--- config.mk ---
export PLATFORM = sky130hd
export DESIGN_NAME = two_wire_frame_output_port
export DESIGN_NICKNAME = d
export VERILOG_FILES = /design/src/rtl/two_wire_frame_pkg.sv /design/src/rtl/two_wire_frame_output_port.sv
export SDC_FILE = /design/constraint.sdc
export NUM_CORES = 1
export LEC_CHECK = 0
export CAP_MARGIN = 15
export CELL_PAD_IN_SITES_DETAIL_PLACEMENT = 1
export CELL_PAD_IN_SITES_GLOBAL_PLACEMENT = 2
export CORE_AREA = 2 2 196 198
export CTS_BUF_LIST = sky130_fd_sc_hd__clkbuf_4
export DETAILED_ROUTE_END_ITERATION = 8
export DIE_AREA = 0 0 198 200
export DONT_BUFFER_PORTS = 1
export GPL_ROUTABILITY_DRIVEN = 1
export PLACE_DENSITY_LB_ADDON = 0.1
export SKIP_LAST_GASP = 1
export SYNTH_ARGS = -nofsm -noshare
export SYNTH_HDL_FRONTEND = slang
export SYNTH_SLANG_ARGS = --single-unit
--- constraint.sdc ---
create_clock -name clk_in -period 23.6 [get_ports clk_in]
set_clock_uncertainty 0.05 [all_clocks]
set_input_delay 1.18 -clock clk_in [delete_from_list [all_inputs] [get_ports clk_in]]
set_output_delay 1.18 -clock clk_in [all_outputs]
set_load 0.03 [all_outputs]
--- src/rtl/two_wire_frame_pkg.sv ---
// constants, types and helpers for the two-wire frame output port
// assumes a 50 MHz system clock that oversamples the host serial clock
// Function
// - serial data line is always driven and stays low between frames
// - frames go out on their own at each new conversion result
// - host serial clock is the master clock for conversion and output timing
// - five former control pins act as oversampling, boost and gain straps
// - both modulator bitstream outputs stay disabled in this mode
// - interface select pin is sampled only when leaving a reset
// - all settings keep defaults except channel 0 gain, ratio and boost
// - the five straps are captured on the select pin rising edge
// - ratio straps high,low: 00=64, 01=128, 10=256, 11=512
// - boost strap low gives half bias current, high gives full
// - gain straps high,low: 00=1, 01=8, 10=16, 11=32
// - lowest ratio: sync word, three 16-bit results, 16-bit checksum
// - higher ratios: 104-bit frame, sync, three 24-bit results, checksum
// - sync word holds straps, frame count and constant byte 0xA5
// - four frames per data set counted 00 to 11, then line low
// - lowest ratio: next frame set follows the previous one with no idle
// - no frame before the first result after filter settling
// - conversions start after twice the ratio in master clock periods
// - clock held high past the watchdog limit resets the whole block
// - checksum uses polynomial x16+x15+x2+1, 0x8005
package two_wire_frame_pkg;

	// ************************************************
	// timing
	// ************************************************
	localparam int CLK_PERIOD_NS = 20;
	localparam int WATCHDOG_LIMIT_NS = 3600;
	localparam int WD_CYCLES = (WATCHDOG_LIMIT_NS + CLK_PERIOD_NS - 1) / CLK_PERIOD_NS;
	localparam int SETTLE_PERIODS = 3;
	localparam logic [1:0] START_WAIT = 2'h3;

	// ************************************************
	// register map
	// ************************************************
	localparam logic [11:0] ADDR_CH0 = 12'h000;
	localparam logic [11:0] ADDR_CH1 = 12'h004;
	localparam logic [11:0] ADDR_CH2 = 12'h008;
	localparam logic [11:0] ADDR_STATUS = 12'h00C;
	localparam int ST_MODE = 0;
	localparam int ST_OSR_LO = 1;
	localparam int ST_BOOST = 3;
	localparam int ST_GAIN_LO = 4;
	localparam int ST_CNT_LO = 6;
	localparam int ST_SENDING = 8;
	localparam int ST_SETTLED = 9;

	// ************************************************
	// frame layout
	// ************************************************
	localparam logic [7:0] SYNC_BYTE = 8'hA5;
	localparam logic [15:0] CRC_POLY = 16'h8005;
	localparam logic [15:0] CRC_INIT = 16'h0000;
	localparam logic [6:0] PAYLOAD_LONG = 7'h58;
	localparam logic [6:0] PAYLOAD_SHORT = 7'h40;
	localparam logic [6:0] CRC_BITS = 7'h10;
	localparam logic [1:0] LAST_FRAME = 2'h3;

	typedef enum logic {ST_IDLE = 1'b0, ST_SEND = 1'b1} state_type;

	// oversampling ratio 64 shifted left by the strap code
	function automatic logic [9:0] osr_value(input logic [1:0] code);
		osr_value = 10'h040 << code;
	endfunction

	function automatic logic [5:0] gain_value(input logic [1:0] code);
		unique case (code)
			2'h0: gain_value = 6'h01;
			2'h1: gain_value = 6'h08;
			2'h2: gain_value = 6'h10;
			2'h3: gain_value = 6'h20;
		endcase
	endfunction

	function automatic logic [15:0] crc_step(input logic [15:0] crc, input logic din);
		logic fb;
		fb = crc[15] ^ din;
		crc_step = {crc[14:0], 1'b0} ^ (fb ? CRC_POLY : 16'h0000);
	endfunction

endpackage

--- src/rtl/two_wire_frame_output_port.sv ---
// two-wire frame output port: strap latch, frame builder, watchdog, apb status
// assumes the host serial clock arrives as a pin far slower than clk_in
//
// The placing of the registers and the APB interface to the registers are this design's own decisions.
`timescale 1ns/1ps
`default_nettype none
module two_wire_frame_output_port
	import two_wire_frame_pkg::*;
(
	input wire logic clk_in,
	input wire logic rst_in,
	input wire logic sck_in,
	input wire logic interface_select_pin_in,
	input wire logic oversample_strap_lo_in,
	input wire logic oversample_strap_hi_in,
	input wire logic boost_strap_in,
	input wire logic ch0_gain_strap_lo_in,
	input wire logic ch0_gain_strap_hi_in,
	input wire logic psel_in,
	input wire logic penable_in,
	input wire logic pwrite_in,
	input wire logic [11:0] paddr_in,
	input wire logic [31:0] pwdata_in,
	output logic [31:0] prdata_out,
	output logic pready_out,
	output logic pslverr_out,
	output logic sdo_out,
	output logic [1:0] modulator_bitstream_outs_out,
	output logic [1:0] modulator_bitstream_oe_out,
	output logic two_wire_mode_out,
	output logic [9:0] oversampling_ratio_out,
	output logic [5:0] ch0_gain_out,
	output logic boost_full_out,
	output logic converter_reset_out
);

	// ************************************************
	// pin synchronisers
	// ************************************************
	// bit 0 clock, 1 select, 2..6 straps osr_lo, osr_hi, boost, gain_lo, gain_hi
	logic [6:0] sync1_reg, sync2_reg, sync3_reg, level_reg, level_next;

	always_comb
	begin
		level_next = level_reg;
		for (int i = 0; i < 7; i++)
		begin
			if (sync2_reg[i] == sync3_reg[i])
				level_next[i] = sync3_reg[i];
		end
	end

	always_ff @(posedge clk_in or posedge rst_in)
	begin
		if (rst_in)
		begin
			sync1_reg <= 7'h00;
			sync2_reg <= 7'h00;
			sync3_reg <= 7'h00;
			level_reg <= 7'h00;
		end
		else
		begin
			sync1_reg <= {ch0_gain_strap_hi_in, ch0_gain_strap_lo_in, boost_strap_in,
				oversample_strap_hi_in, oversample_strap_lo_in, interface_select_pin_in, sck_in};
			sync2_reg <= sync1_reg;
			sync3_reg <= sync2_reg;
			level_reg <= level_next;
		end
	end

	// ************************************************
	// main state
	// ************************************************
	state_type state_reg, state_next;
	logic sck_prev_reg, sck_prev_next;
	logic sel_prev_reg, sel_prev_next;
	logic [1:0] start_cnt_reg, start_cnt_next;
	logic latched_reg, latched_next;
	logic mode_reg, mode_next;
	logic [4:0] strap_reg, strap_next;
	logic [7:0] wd_cnt_reg, wd_cnt_next;
	logic wd_reset_reg, wd_reset_next;
	logic [13:0] conv_cnt_reg, conv_cnt_next;
	logic settled_reg, settled_next;
	logic pending_reg, pending_next;
	logic [1:0] frame_cnt_reg, frame_cnt_next;
	logic [6:0] bit_cnt_reg, bit_cnt_next;
	logic [103:0] frame_reg, frame_next;
	logic [15:0] crc_reg, crc_next;
	logic [71:0] shadow_reg, shadow_next;
	logic sdo_reg, sdo_next;
	logic [23:0] ch_reg [3], ch_next [3];
	logic [31:0] prdata_reg, prdata_next;
	logic pready_reg, pready_next;
	logic pslverr_reg, pslverr_next;

	// comb temporaries
	logic sck_rise, sck_fall, sel_rise, long_frame, emit;
	logic [9:0] oversampling_ratio;
	logic [13:0] conv_limit;
	logic [6:0] payload_len, last_bit;
	logic [103:0] cur_frame;
	logic [15:0] cur_crc, sync_word;
	logic [31:0] status_word;
	logic [1:0] widx;

	function automatic logic [103:0] build_frame(input logic lng, input logic [15:0] sync,
		input logic [71:0] data);
		if (lng)
			build_frame = {sync, data, 16'h0000};
		else
			build_frame = {sync, data[71:56], data[47:32], data[23:8], 40'h0000000000};
	endfunction

	always_comb
	begin
		state_next = state_reg;
		sck_prev_next = level_reg[0];
		sel_prev_next = level_reg[1];
		start_cnt_next = start_cnt_reg;
		latched_next = latched_reg;
		mode_next = mode_reg;
		strap_next = strap_reg;
		wd_cnt_next = wd_cnt_reg;
		wd_reset_next = 1'b0;
		conv_cnt_next = conv_cnt_reg;
		settled_next = settled_reg;
		pending_next = pending_reg;
		frame_cnt_next = frame_cnt_reg;
		bit_cnt_next = bit_cnt_reg;
		frame_next = frame_reg;
		crc_next = crc_reg;
		shadow_next = shadow_reg;
		sdo_next = sdo_reg;
		ch_next = ch_reg;
		prdata_next = prdata_reg;
		pready_next = 1'b0;
		pslverr_next = 1'b0;
		cur_frame = frame_reg;
		cur_crc = crc_reg;
		emit = 1'b0;
		widx = 2'h0;

		sck_rise = level_reg[0] & ~sck_prev_reg;
		sck_fall = ~level_reg[0] & sck_prev_reg;
		sel_rise = level_reg[1] & ~sel_prev_reg;
		oversampling_ratio = osr_value(strap_reg[1:0]);
		long_frame = (strap_reg[1:0] != 2'h0);
		payload_len = long_frame ? PAYLOAD_LONG : PAYLOAD_SHORT;
		last_bit = 7'(payload_len + CRC_BITS - 7'h01);
		// first result: start delay of 2 x osr, then the filter settles
		conv_limit = settled_reg ? 14'({oversampling_ratio, 2'b00} - 12'h001)
			: 14'({oversampling_ratio, 1'b0} + 14'(SETTLE_PERIODS) * {oversampling_ratio, 2'b00} - 14'h0001);
		sync_word = {SYNC_BYTE, 1'b0, strap_reg[1], strap_reg[0], strap_reg[2],
			strap_reg[4], strap_reg[3], frame_cnt_reg[1], frame_cnt_reg[0]};
		status_word = 32'h00000000;
		status_word[ST_MODE] = mode_reg;
		status_word[ST_OSR_LO +: 2] = strap_reg[1:0];
		status_word[ST_BOOST] = strap_reg[2];
		status_word[ST_GAIN_LO +: 2] = strap_reg[4:3];
		status_word[ST_CNT_LO +: 2] = frame_cnt_reg;
		status_word[ST_SENDING] = (state_reg == ST_SEND);
		status_word[ST_SETTLED] = settled_reg;

		// select pin sampled once the synchronisers hold the released value
		if (!latched_reg)
		begin
			start_cnt_next = 2'(start_cnt_reg + 2'h1);
			if (start_cnt_reg == START_WAIT)
			begin
				latched_next = 1'b1;
				mode_next = level_next[1];
				if (level_next[1])
					strap_next = level_next[6:2];
			end
		end
		else if (sel_rise)
			strap_next = level_reg[6:2];

		if (mode_reg)
		begin
			// long high clock trips a full reset; low levels never do
			if (!level_reg[0])
				wd_cnt_next = 8'h00;
			else if (wd_cnt_reg == 8'(WD_CYCLES - 1))
				wd_reset_next = 1'b1;
			else
				wd_cnt_next = 8'(wd_cnt_reg + 8'h01);
			// conversion timing counts host clock rising edges only
			if (sck_rise)
			begin
				if (conv_cnt_reg == conv_limit)
				begin
					conv_cnt_next = 14'h0000;
					settled_next = 1'b1;
					pending_next = 1'b1;
				end
				else
					conv_cnt_next = 14'(conv_cnt_reg + 14'h0001);
			end
			// output bits change on the host clock falling edge
			if (sck_fall)
			begin
				if (state_reg == ST_IDLE)
				begin
					sdo_next = 1'b0;
					if (pending_reg)
					begin
						state_next = ST_SEND;
						pending_next = sck_rise;
						shadow_next = {ch_reg[0], ch_reg[1], ch_reg[2]};
						frame_cnt_next = 2'h0;
						bit_cnt_next = 7'h00;
						emit = 1'b1;
					end
				end
				else
					emit = 1'b1;
			end
			if (emit)
			begin
				if (bit_cnt_next == 7'h00)
				begin
					cur_frame = build_frame(long_frame, {sync_word[15:2], frame_cnt_next}, shadow_next);
					cur_crc = CRC_INIT;
				end
				if (bit_cnt_next < payload_len)
				begin
					sdo_next = cur_frame[103];
					crc_next = crc_step(cur_crc, cur_frame[103]);
					frame_next = {cur_frame[102:0], 1'b0};
				end
				else
				begin
					sdo_next = cur_crc[15];
					crc_next = {cur_crc[14:0], 1'b0};
				end
				bit_cnt_next = 7'(bit_cnt_next + 7'h01);
				if (bit_cnt_next == 7'(last_bit + 7'h01))
				begin
					bit_cnt_next = 7'h00;
					if (frame_cnt_next != LAST_FRAME)
						frame_cnt_next = 2'(frame_cnt_next + 2'h1);
					else if (pending_next)
					begin
						// fresh data already waiting: no idle gap
						frame_cnt_next = 2'h0;
						pending_next = sck_rise;
						shadow_next = {ch_reg[0], ch_reg[1], ch_reg[2]};
					end
					else
						state_next = ST_IDLE;
				end
			end
		end
		else
			sdo_next = 1'b0;

		// apb slave: one wait state, error on unmapped addresses
		if (psel_in && penable_in && !pready_reg)
		begin
			pready_next = 1'b1;
			unique case (paddr_in)
				ADDR_CH0: prdata_next = {8'h00, ch_reg[0]};
				ADDR_CH1: prdata_next = {8'h00, ch_reg[1]};
				ADDR_CH2: prdata_next = {8'h00, ch_reg[2]};
				ADDR_STATUS: prdata_next = status_word;
				default:
				begin
					prdata_next = 32'h00000000;
					pslverr_next = 1'b1;
				end
			endcase
		end
		if (psel_in && penable_in && pready_reg && pwrite_in && !pslverr_reg && paddr_in != ADDR_STATUS)
		begin
			widx = paddr_in[3:2];
			ch_next[widx] = pwdata_in[23:0];
		end
	end

	// a watchdog trip clears everything below as a reset would
	always_ff @(posedge clk_in or posedge rst_in)
	begin
		if (rst_in)
		begin
			state_reg <= ST_IDLE;
			start_cnt_reg <= 2'h0;
			latched_reg <= 1'b0;
			mode_reg <= 1'b0;
			strap_reg <= 5'h00;
			wd_cnt_reg <= 8'h00;
			wd_reset_reg <= 1'b0;
			conv_cnt_reg <= 14'h0000;
			settled_reg <= 1'b0;
			pending_reg <= 1'b0;
			frame_cnt_reg <= 2'h0;
			bit_cnt_reg <= 7'h00;
			frame_reg <= 104'h0;
			crc_reg <= CRC_INIT;
			shadow_reg <= 72'h0;
			sdo_reg <= 1'b0;
			ch_reg <= '{24'h000000, 24'h000000, 24'h000000};
		end
		else if (wd_reset_reg)
		begin
			state_reg <= ST_IDLE;
			start_cnt_reg <= 2'h0;
			latched_reg <= 1'b0;
			mode_reg <= 1'b0;
			strap_reg <= 5'h00;
			wd_cnt_reg <= 8'h00;
			wd_reset_reg <= 1'b0;
			conv_cnt_reg <= 14'h0000;
			settled_reg <= 1'b0;
			pending_reg <= 1'b0;
			frame_cnt_reg <= 2'h0;
			bit_cnt_reg <= 7'h00;
			frame_reg <= 104'h0;
			crc_reg <= CRC_INIT;
			shadow_reg <= 72'h0;
			sdo_reg <= 1'b0;
			ch_reg <= '{24'h000000, 24'h000000, 24'h000000};
		end
		else
		begin
			state_reg <= state_next;
			start_cnt_reg <= start_cnt_next;
			latched_reg <= latched_next;
			mode_reg <= mode_next;
			strap_reg <= strap_next;
			wd_cnt_reg <= wd_cnt_next;
			wd_reset_reg <= wd_reset_next;
			conv_cnt_reg <= conv_cnt_next;
			settled_reg <= settled_next;
			pending_reg <= pending_next;
			frame_cnt_reg <= frame_cnt_next;
			bit_cnt_reg <= bit_cnt_next;
			frame_reg <= frame_next;
			crc_reg <= crc_next;
			shadow_reg <= shadow_next;
			sdo_reg <= sdo_next;
			ch_reg <= ch_next;
		end
	end

	// ************************************************
	// outputs
	// ************************************************
	logic [9:0] osr_out_reg;
	logic [5:0] gain_out_reg;
	logic boost_out_reg, mode_out_reg;
	logic [1:0] mdat_oe_reg;

	always_ff @(posedge clk_in or posedge rst_in)
	begin
		if (rst_in)
		begin
			osr_out_reg <= 10'h040;
			gain_out_reg <= 6'h01;
			boost_out_reg <= 1'b0;
			mode_out_reg <= 1'b0;
			mdat_oe_reg <= 2'h0;
			sck_prev_reg <= 1'b0;
			sel_prev_reg <= 1'b0;
			prdata_reg <= 32'h00000000;
			pready_reg <= 1'b0;
			pslverr_reg <= 1'b0;
		end
		else
		begin
			osr_out_reg <= osr_value(strap_reg[1:0]);
			gain_out_reg <= gain_value(strap_reg[4:3]);
			boost_out_reg <= strap_reg[2];
			mode_out_reg <= mode_reg;
			mdat_oe_reg <= 2'h0;
			sck_prev_reg <= sck_prev_next;
			sel_prev_reg <= sel_prev_next;
			prdata_reg <= prdata_next;
			pready_reg <= pready_next;
			pslverr_reg <= pslverr_next;
		end
	end

	assign prdata_out = prdata_reg;
	assign pready_out = pready_reg;
	assign pslverr_out = pslverr_reg;
	assign sdo_out = sdo_reg;
	assign modulator_bitstream_outs_out = mdat_oe_reg;
	assign modulator_bitstream_oe_out = mdat_oe_reg;
	assign two_wire_mode_out = mode_out_reg;
	assign oversampling_ratio_out = osr_out_reg;
	assign ch0_gain_out = gain_out_reg;
	assign boost_full_out = boost_out_reg;
	assign converter_reset_out = wd_reset_reg;

endmodule
`default_nettype wire

; Word level (Yosys, flattened, before mapping)
; Index checks and enable logic that the tools add are counted.
[word_totals]
wordCells = 232
output_inout_bits = 58
register_bits = 391
[op_classes]
n_bitwise = 9
n_addsub = 11
magnitude_cmp = 3
n_mul = 1
reduce_logical = 31
eq_ne = 24
mux = 119
shifts = 1
[ops]
columns = cell, count
row1 = 72-bit 2-to-1 mux, 12
row2 = 104-bit 2-to-1 mux, 7
row3 = 16-bit 2-to-1 mux, 8
row4 = 24-bit case mux with 4 select lines, 1
row5 = 72-bit bitwise mux, 1
row6 = 14-bit 2-to-1 mux, 5
row7 = 7-bit 2-to-1 mux, 8
row8 = 1-bit 2-to-1 mux, 52
row9 = 24-bit demux with 2-bit select, 1
row10 = 8-bit 2-to-1 mux, 4
row11 = 5-bit 2-to-1 mux, 6
row12 = 12-bit by 4-bit == test with 1-bit output (second input constant), 2
row13 = 2-bit 2-to-1 mux, 12
row14 = 24-bit 2-to-1 mux, 1
row15 = 6-bit case mux with 4 select lines, 1
row16 = 2-bit nonzero test, 8
row17 = 16-bit XOR, 1
row18 = 11-bit by 14-bit adder with 14-bit output, 1
row19 = 14-bit by 1-bit adder with 14-bit output (second input constant), 1
row20 = 7-bit by 1-bit adder with 7-bit output (second input constant), 2
row21 = 14-bit == test, 1
row22 = 14-bit by 1-bit subtractor with 14-bit output (second input constant), 1
row23 = 12-bit by 1-bit subtractor with 13-bit output (second input constant), 1
row24 = 12-bit by 3-bit == test with 1-bit output (second input constant), 1
row25 = 34 further kinds, 61

; Logic depth before layout (Yosys ltp)
; Gate-level depths: netlist of the first run.
[depth]
ltp_word = 18
ltp_mapped = 17
ltp_nobuf = 12

; Worst setup path after synthesis of the first run
; OpenSTA, ideal clock, no wires.
[synth_path]
path_type = reg2reg
from = register level_reg[0]
to = register frame_reg[51]
path_slack_ns = 19.603
t_arrival_ns = 3.801
synth_period_minus_slack_ns = 3.997
stages_incl_launch_ff = 15
path_buffers = 6
path_cell_list = dfrtp_1 > nand2b_1 > or3b_2 > clkbuf_1 > buf_1 > clkbuf_1 > and2_1 > ha_1 > o21a_1 > o311ai_1 > and2_0 > clkbuf_1 > clkbuf_1 > clkbuf_1 > a311oi_1
[synth_between]
elab_chain_len = 12
word_cells_on_any_way = 20
cone_classes = 1 x order compare / 13 x mux / 2 x bitwise / 4 x reduce/logical
[synth_lines]
columns = item, line_no
row1 = "start, declared", two_wire_frame_output_port.sv:41  ; logic [6:0] sync1_reg, sync2_reg, sync3_reg, level_reg, level_next;
row2 = "start signal, assigned", two_wire_frame_output_port.sv:68  ; level_reg <= level_next;
row3 = 1-bit NOT *, two_wire_frame_output_port.sv:146  ; sck_fall = ~level_reg[0] & sck_prev_reg;
row4 = 1-bit AND *, two_wire_frame_output_port.sv:146
row5 = 7-bit 2-to-1 mux, two_wire_frame_output_port.sv:203  ; if (sck_fall)
row6 = 7-bit 2-to-1 mux, two_wire_frame_output_port.sv:181  ; if (mode_reg)
row7 = 7-bit logical NOT, two_wire_frame_output_port.sv:223  ; if (bit_cnt_next == 7'h00)
row8 = 104-bit 2-to-1 mux, two_wire_frame_output_port.sv:223
row9 = 104-bit 2-to-1 mux, two_wire_frame_output_port.sv:221  ; if (emit)
row10 = 104-bit 2-to-1 mux, two_wire_frame_output_port.sv:181
row11 = 104-bit 2-to-1 mux, two_wire_frame_output_port.sv:228  ; if (bit_cnt_next < payload_len)
row12 = 104-bit 2-to-1 mux, two_wire_frame_output_port.sv:221
row13 = 104-bit 2-to-1 mux, two_wire_frame_output_port.sv:181
row14 = 104-bit 2-to-1 mux, two_wire_frame_output_port.sv:306  ; else if (wd_reset_reg)
row15 = "end signal, assigned", two_wire_frame_output_port.sv:340  ; frame_reg <= frame_next;
row16 = "end, declared", two_wire_frame_output_port.sv:89  ; logic [103:0] frame_reg, frame_next;
; Every way passes the cells marked *; elsewhere a longest branch is shown, timed or not. The select of a mux whose other input is x is not followed.
; A chain may end at the register's enable or synchronous reset.

; Final worst setup path of the first run
[layout_path]
from = register strap_reg[0]
to = register shadow_reg[21]
[layout_between]
elab_chain_len = 18
word_cells_on_any_way = 25
cone_classes = 6 x add/sub / 1 x mul / 2 x eq/ne / 1 x shift / 14 x mux / 1 x reduce/logical
[layout_lines]
columns = item, line_no
row1 = "start, declared", two_wire_frame_output_port.sv:81  ; logic [4:0] strap_reg, strap_next;
row2 = "start signal, assigned", two_wire_frame_output_port.sv:332  ; strap_reg <= strap_next;
row3 = 7-bit by 2-bit left shift with 10-bit output *, two_wire_frame_pkg.sv:65  ; osr_value = 10'h040 << code;
row4 = named net oversampling_ratio[6], two_wire_frame_output_port.sv:100  ; logic [9:0] oversampling_ratio;
row5 = 2-bit by 10-bit multiplier with 12-bit output, two_wire_frame_output_port.sv:154  ; : 14'({oversampling_ratio, 1'b0} + 14'(SETTLE_PERIODS) * {oversampling_ratio, 2'b00} - 14'h0001);
row6 = 11-bit by 14-bit adder with 14-bit output, two_wire_frame_output_port.sv:154
row7 = 14-bit by 1-bit subtractor with 14-bit output, two_wire_frame_output_port.sv:154
row8 = 14-bit 2-to-1 mux *, two_wire_frame_output_port.sv:153  ; conv_limit = settled_reg ? 14'({oversampling_ratio, 2'b00} - 12'h001)
row9 = 14-bit == test *, two_wire_frame_output_port.sv:193  ; if (conv_cnt_reg == conv_limit)
row10 = 1-bit 2-to-1 mux *, two_wire_frame_output_port.sv:193
row11 = [... 3 more ...], --
row12 = 1-bit 2-to-1 mux *, two_wire_frame_output_port.sv:203
row13 = 1-bit 2-to-1 mux *, two_wire_frame_output_port.sv:181
row14 = 72-bit 2-to-1 mux *, two_wire_frame_output_port.sv:245  ; else if (pending_next)
row15 = 72-bit 2-to-1 mux *, two_wire_frame_output_port.sv:243  ; if (frame_cnt_next != LAST_FRAME)
row16 = 72-bit 2-to-1 mux *, two_wire_frame_output_port.sv:240  ; if (bit_cnt_next == 7'(last_bit + 7'h01))
row17 = 72-bit 2-to-1 mux *, two_wire_frame_output_port.sv:221
row18 = 72-bit 2-to-1 mux *, two_wire_frame_output_port.sv:181
row19 = 72-bit 2-to-1 mux *, two_wire_frame_output_port.sv:306
row20 = "end signal, assigned", two_wire_frame_output_port.sv:342  ; shadow_reg <= shadow_next;
row21 = "end, declared", two_wire_frame_output_port.sv:91  ; logic [71:0] shadow_reg, shadow_next;
; The timed path passes the listed nets; every way through them passes the cells marked *. The select of a mux whose other input is x is not followed.

==> results of run 1 <==
routing by layer:
layer | routed length [microns] | up-vias | global-route usage, %
li1 | - | 6155 | -
met1 | 24000 | 6886 | 37.3
met2 | 24100 | 304 | 42.5
met3 | 2750 | 91 | 5.90
met4 | 1680 | 0 | 11.2
met5 | 0 | - | 0
per-stage QoR:
step | power (uW) | instance area, sq um | utilization (%) | setup WS (ps)
2_1_floorplan | 780 | 17100 | - | 12440
3_3_place_gp | 822 | 17200 | 46.1 | 18420
3_5_place_dp | 830 | 17300 | 46.2 | 18710
4_1_cts | 1420 | 18500 | 49.6 | 18630
5_1_grt | 1470 | 18500 | 49.6 | 18420
6_report | 1400 | 18500 | 49.6 | 18710
worst reg2reg max path: stages (launching register included):
cell	delay (ps)
dfrtp_1	540
inv_1	200
ha_2	540
inv_1	500
ha_1	430
mux2i_1	180
xnor2_1	140
o2111ai_1	190
or4_1	510
o21a_2	300
o31ai_4	490
buf_4	450
mux2i_1	260
cell families after synthesis:
group,count (synthesis),synth area share [%]
AOI/OAI and AO/OA,428,16.2
xor gates and xnor gates,21,1.08
adders and majority gates,22,1.52
buffers and inverters,169,4.76
DFF,358,52.7
muxes,101,7.16
other,1,0.0221
and+or+nand+nor,660,16.5
worst paths after layout:
check | from | slack (ps) | end
setup / recovery | strap_reg[0]$_DFFE_PP0P_ | 18710 | shadow_reg[21]$_DFFE_PP0P_
hold / removal | rst_in | 280 | oversampling_ratio_out[7]$_DFF_PP0_
setup reg to reg | strap_reg[0]$_DFFE_PP0P_ | 18710 | shadow_reg[21]$_DFFE_PP0P_
hold reg to reg | sync1_reg[5]$_DFF_PP0_ | 300 | sync2_reg[5]$_DFF_PP0_
max in group asynchronous | rst_in | 21140 | ch_reg[53]$_DFFE_PP0P_
min in group clk_in | sync1_reg[5]$_DFF_PP0_ | 300 | sync2_reg[5]$_DFF_PP0_
cells in the final DEF (no fill, tap or decap), types with 4 or more instances in the layout:
cell type	n
nand3_1	39
clkbuf_4	152
xor2_1	12
clkinv_1	12
or2_2	4
nand2b_1	7
mux4_2	16
o211ai_1	20
xnor2_1	9
inv_1	12
and2_1	10
nand4_1	13
a31oi_1	7
o31ai_1	21
buf_4	27
a21oi_1	163
o21ai_0	78
a22o_1	72
nor2_1	75
dfrtp_1	355
conb_1	20
mux2_2	5
a211oi_1	25
nor3_1	34
mux2i_1	80
and3_1	21
nand2_1	426
maj3_1	7
nor2b_1	8
ha_1	14
a311oi_1	13
power groups by stage:
stage / Combinational, uW / Clock (uW) / Sequential, uW
finish: 133 / 580 / 684
global route: 150 / 629 / 688
CTS: 135 / 600 / 684
detailed placement: 135 / 0 / 695
global placement: 128 / 0 / 694
floorplan: 101 / 0 / 679
Yosys cell counts (15+ instances only):
library cell / count
nand2_1: 426
mux4_2: 16
nor2_1: 76
a211oi_1: 25
dfrtp_1: 356
ha_1: 15
and3_1: 21
o211ai_1: 20
nand3_1: 39
o21ai_0: 78
buf_4: 22
clkbuf_1: 109
o31ai_1: 22
mux2i_1: 80
a21oi_1: 163
nor3_1: 35
a22o_1: 72
final cells by class:
cell class              instances  area (sq um)  area share, %
clock inverters                17           131          0.708
clock buffers                 152          1140           6.15
well taps                     511           639           3.45
inverters                      13          56.3          0.304
diodes                          1          2.50         0.0135
multi-input cells            1252          7360           39.7
repair buffers                 30           255           1.38
flip-flops and latches        358          8960           48.3
==> qor.yml, run 1 <==
status: "finished, final reports clean"
fp-row-count: 71
slowest_delay_ps: 540
io_pins: 114
relSlewSlack_pct: 29.2
yosysTopAreaCellShare_pct: 52.4
crit_family: "buffers and inverters"
fin_crit_sh_pct: 20.7
seq_area_frac_synth_pct: 52.7
dieArea_sq_um: 39600
worstPathCellList: "inv_1 -> ha_2 -> inv_1 -> ha_1 -> mux2i_1 -> xnor2_1 -> o2111ai_1 -> or4_1 -> o21a_2 -> o31ai_4 -> buf_4 -> mux2i_1"
cp.depth: 12
ir_drop_mv: 0.0424
cp_num_buf_inv: 3
htreeDepth: 3
p_int_uw: 1000
placed_cells: 2163
routabilityCongestion: 0.787
hp-class: "in -> async"
final.min_clock_period_ps: 4900
initial_core_util_pct: 45.4
nFillCells: 4209
drive_above_1_share_pct: 12.8
ys.flop_type: "dfrtp_1"
insertion_delay_ps: 820
drt_iter0_drc: 871
vias: 13436
cts.repair.resized: 0
rsz0062_at_grt: "no"
synth_top_area_cell: "dfrtp_1"
crit_slowest_cell: "dfrtp_1"
synth-seq-cells: 358
hold_ws_ps: 278
cts_inserted_buffers: 98
wl_per_cell_microns: 22.5
yosys_warnings: 0
clkTransAtPathRegs_ps: 70
die_x_microns: 198
start_kind: "flop"
p_leak_uw: 0.00829
swShare_pct: 28.3
hold_buffers: 0
grt_pass1_vias: 13945
ys_async_sr_fraction_pct: 100
syn_avg_cell_area_sq_um: 9.65
drv_cap: 0
cts_sinks: 358
finalNonFillerCells: 2334
ant_nets: 0
crit_type: "reg -> reg"
hold_viol: 0
die_y_microns: 200
worst_ep_required_time_ps: 24240
synthCells: 1760
drc: 0
endpoint_kind: "flop"
grt_max_degree: 152
drt-total-wl_mm: 52.5
synth_edf_count: 0
comb_power_share_pct: 9.5
fmax_ghz: 0.204
largest_register_ffs: 87
viasPerCell: 5.76
setup_violations: 0
core_area_sq_um: 37400
synthDistinctLibCells: 62
path_max_fanout: 20
grt_pass1_wl_mm: 82.2
syn-cell-area_sq_um: 17000
drv_slew: 0
power.share.sequential_pct: 48.9
tightestPinTransition_ps: 1060
grt_use_total_pct: 27.3
r2r_cells: 12
cts_tree: "yes"
pwr-share-clk_pct: 41.5
cts-root-buf: "clkbuf_4"
fin_tns_setup_ps: 0
antenna_found_initial: 1
syn_to_final_growth_pct: 9.15
p_switching_uw: 395
pwr_density_cell_nw_per_um2: 75.3
first_pass_iters: 5
cts_setup_buffers: 0
final_nets: 1824
hpwl_mm: 32.5
crit_arrival_ps: 5540
synth_area_leaders: "dfrtp_1, nand2_1, a21oi_1"
portBuffers: 0
overflow: 0
clk_path_buf_depth: 3
(Power assumes the default switching activity.)
==> inputs of run 2 (changes only) <==
CORE_AREA = 2 2 215 217   (was 2 2 196 198)
DIE_AREA = 0 0 217 219   (was 0 0 198 200)
clock period = 4.2 ns   (was 23.6 ns; I/O delays follow)
==> run 2 against run 1 <==
Largest power group unchanged. Register-to-register slack worse by 18000 ps. Largest cell class unchanged. Worst hold slack lost 270 ps. Core utilization shrank 6.0 points. Critical path type unchanged. Sequential share of layout area shrank 2.8 points. Global-route usage is 3.3 points lower. Maximum frequency grew 32%. Design area grew 6.1%. Via count increased by 2.8%.
==> qor.yml, run 2 (synthesis results as in run 1) <==
power.share.sequential_pct: 48.7
r2r_cells: 12
crit_arrival_ps: 4350
grt_use_total_pct: 24.0
pwr-share-clk_pct: 40.8
swShare_pct: 29.5
fin_crit_sh_pct: 88.3
cts_tree: "yes"
dp_slack_ps: 502
wl_per_cell_microns: 22.1
final_nets: 1926
layout_setup_ws_ps: 490
grt_pass1_vias: 14467
initial_core_util_pct: 37.7
endpoint_kind: "flop"
clk_path_buf_depth: 3
relSlewSlack_pct: 37.2
htreeDepth: 3
core_area_sq_um: 45100
layout_common_cells: "nand2_1, dfrtp_1, a21oi_1, clkbuf_4, dlygate4sd3_1"
design_area_sq_um: 19700
fp-row-count: 78
final.min_clock_period_ps: 3710
cts_sinks: 358
cts.repair.resized: 0
syn_to_final_growth_pct: 15.8
p_int_uw: 5590
first_pass_iters: 5
path_max_fanout: 32
drt_iter0_drc: 979
largest_register_ffs: 87
reg2reg_to: "shadow_reg[25]$_DFFE_PP0P_"
fmax_ghz: 0.270
worstPathCellList: "buf_4 -> ha_1 -> inv_1 -> ha_1 -> mux2i_1 -> xnor2_1 -> o2111ai_1 -> or4_1 -> o21a_2 -> o311a_2 -> buf_12 -> a22o_1"
cp_num_buf_inv: 3
crit_path_frequent_cell: "ha_1"
hpwl_mm: 34.5
cp.depth: 12
dieArea_sq_um: 47500
setup_violations: 0
status: "finished, final reports clean"
drv_slew: 0
drc: 0
crit_end: "shadow_reg[25]$_DFFE_PP0P_"
rsz0062_at_grt: "no"
die_y_microns: 219
postPlaceCellArea_sq_um: 17500
fin_util_pct: 43.6
grt_pass1_wl_mm: 87.0
drive_above_1_share_pct: 12.3
crit_family: "compound AO/OA/AOI/OAI gates"
ant_nets: 0
crit_slowest_cell: "o311a_2"
nFillCells: 5187
die_x_microns: 217
antenna_found_initial: 6
worst_ep_required_time_ps: 4840
crit_type: "reg -> reg"
p_switching_uw: 2330
rr_startpoint: "strap_reg[0]$_DFFE_PP0P_"
rrSetupSlack_ps: 490
insertion_delay_ps: 860
viasPerCell: 5.47
vias: 13807
final_common_cell: "nand2_1"
p_leak_uw: 0.00866
routabilityCongestion: 0.790
cts-root-buf: "clkbuf_4"
cts_inserted_buffers: 106
hold_viol: 0
slowest_delay_ps: 630
pwr_density_cell_nw_per_um2: 402
hp-class: "in -> async"
start_kind: "flop"
comb_power_share_pct: 10.6
drt-total-wl_mm: 55.7
drv_cap: 0
overflow: 0
tightestPinTransition_ps: 942
portBuffers: 0
grt_max_degree: 152
startpoint: "strap_reg[0]$_DFFE_PP0P_"
ir_drop_mv: 0.263
clkTransAtPathRegs_ps: 60
io_pins: 114
-- run 2: repair_timing --
item / CTS / global route
endpoints found under the hold margin: 461 / 10
hold buffers: 84 / 2
buffers inserted: 0 / 0
-- run 2: worst min-delay path by stage --
stage | start | end | slack (ps) | cells after the start
6_report | rst_in | oversampling_ratio_out[9]$_DFF_PP0_ | 5 | 3
5_1_grt | pwdata_in[14] | ch_reg[38]$_DFFE_PP0P_ | 10 | 3
4_1_cts | pwdata_in[3] | ch_reg[3]$_DFFE_PP0P_ | 1 | 3
3_5_place_dp | interface_select_pin_in | sync1_reg[1]$_DFF_PP0_ | 190 | 0
3_3_place_gp | interface_select_pin_in | sync1_reg[1]$_DFF_PP0_ | 190 | 0
2_1_floorplan | sck_in | sync1_reg[0]$_DFF_PP0_ | 190 | 0
-- run 2: stage by stage --
stage	total power [uW]	cells	hold slack (ps)	setup TNS (ps)
3_5_place_dp	4690	2259	191	0
6_report	7920	2523	5.19	0
5_1_grt	8370	2522	11.1	0
2_1_floorplan	4390	1779	191	-304980
3_3_place_gp	4660	2259	191	0
4_1_cts	8060	2513	0.960	0
-- run 2: layout make-up --
class                           count  area, sq um  share of cell area (%)
Tap cell                          600          751                    3.82
Timing Repair Buffer              124         1290                    6.58
Sequential cell                   358         8960                    45.6
Clock buffer                      142         1070                    5.42
Antenna cell                        6         15.0                  0.0763
Multi-Input combinational cell   1252         7360                    37.4
Inverter                           13         52.6                   0.267
Clock inverter                     28          174                   0.884
-- run 2: power by group through the flow --
stage	sequential, uW	combinational, uW	clock (uW)
after floorplan	3820	570	0
after global placement	3910	754	0
after detailed placement	3910	771	0
after CTS	3850	850	3360
after global routing	3870	941	3560
final	3850	836	3230
-- run 2: per-layer routing --
metal  track usage (%)  up-vias  part of all wire (%)
li1                  -     6379                     -
met1              33.9     7052                    48
met2              36.6      256                    45
met3              4.49      118                   3.7
met4              8.95        2                   3.0
met5                 0        -                 0.023
-- run 2: tightest hold or removal path, stage by stage --
cell           delay (ps)
dlygate4sd3_1         570
clkinvlp_4            140
buf_12                460
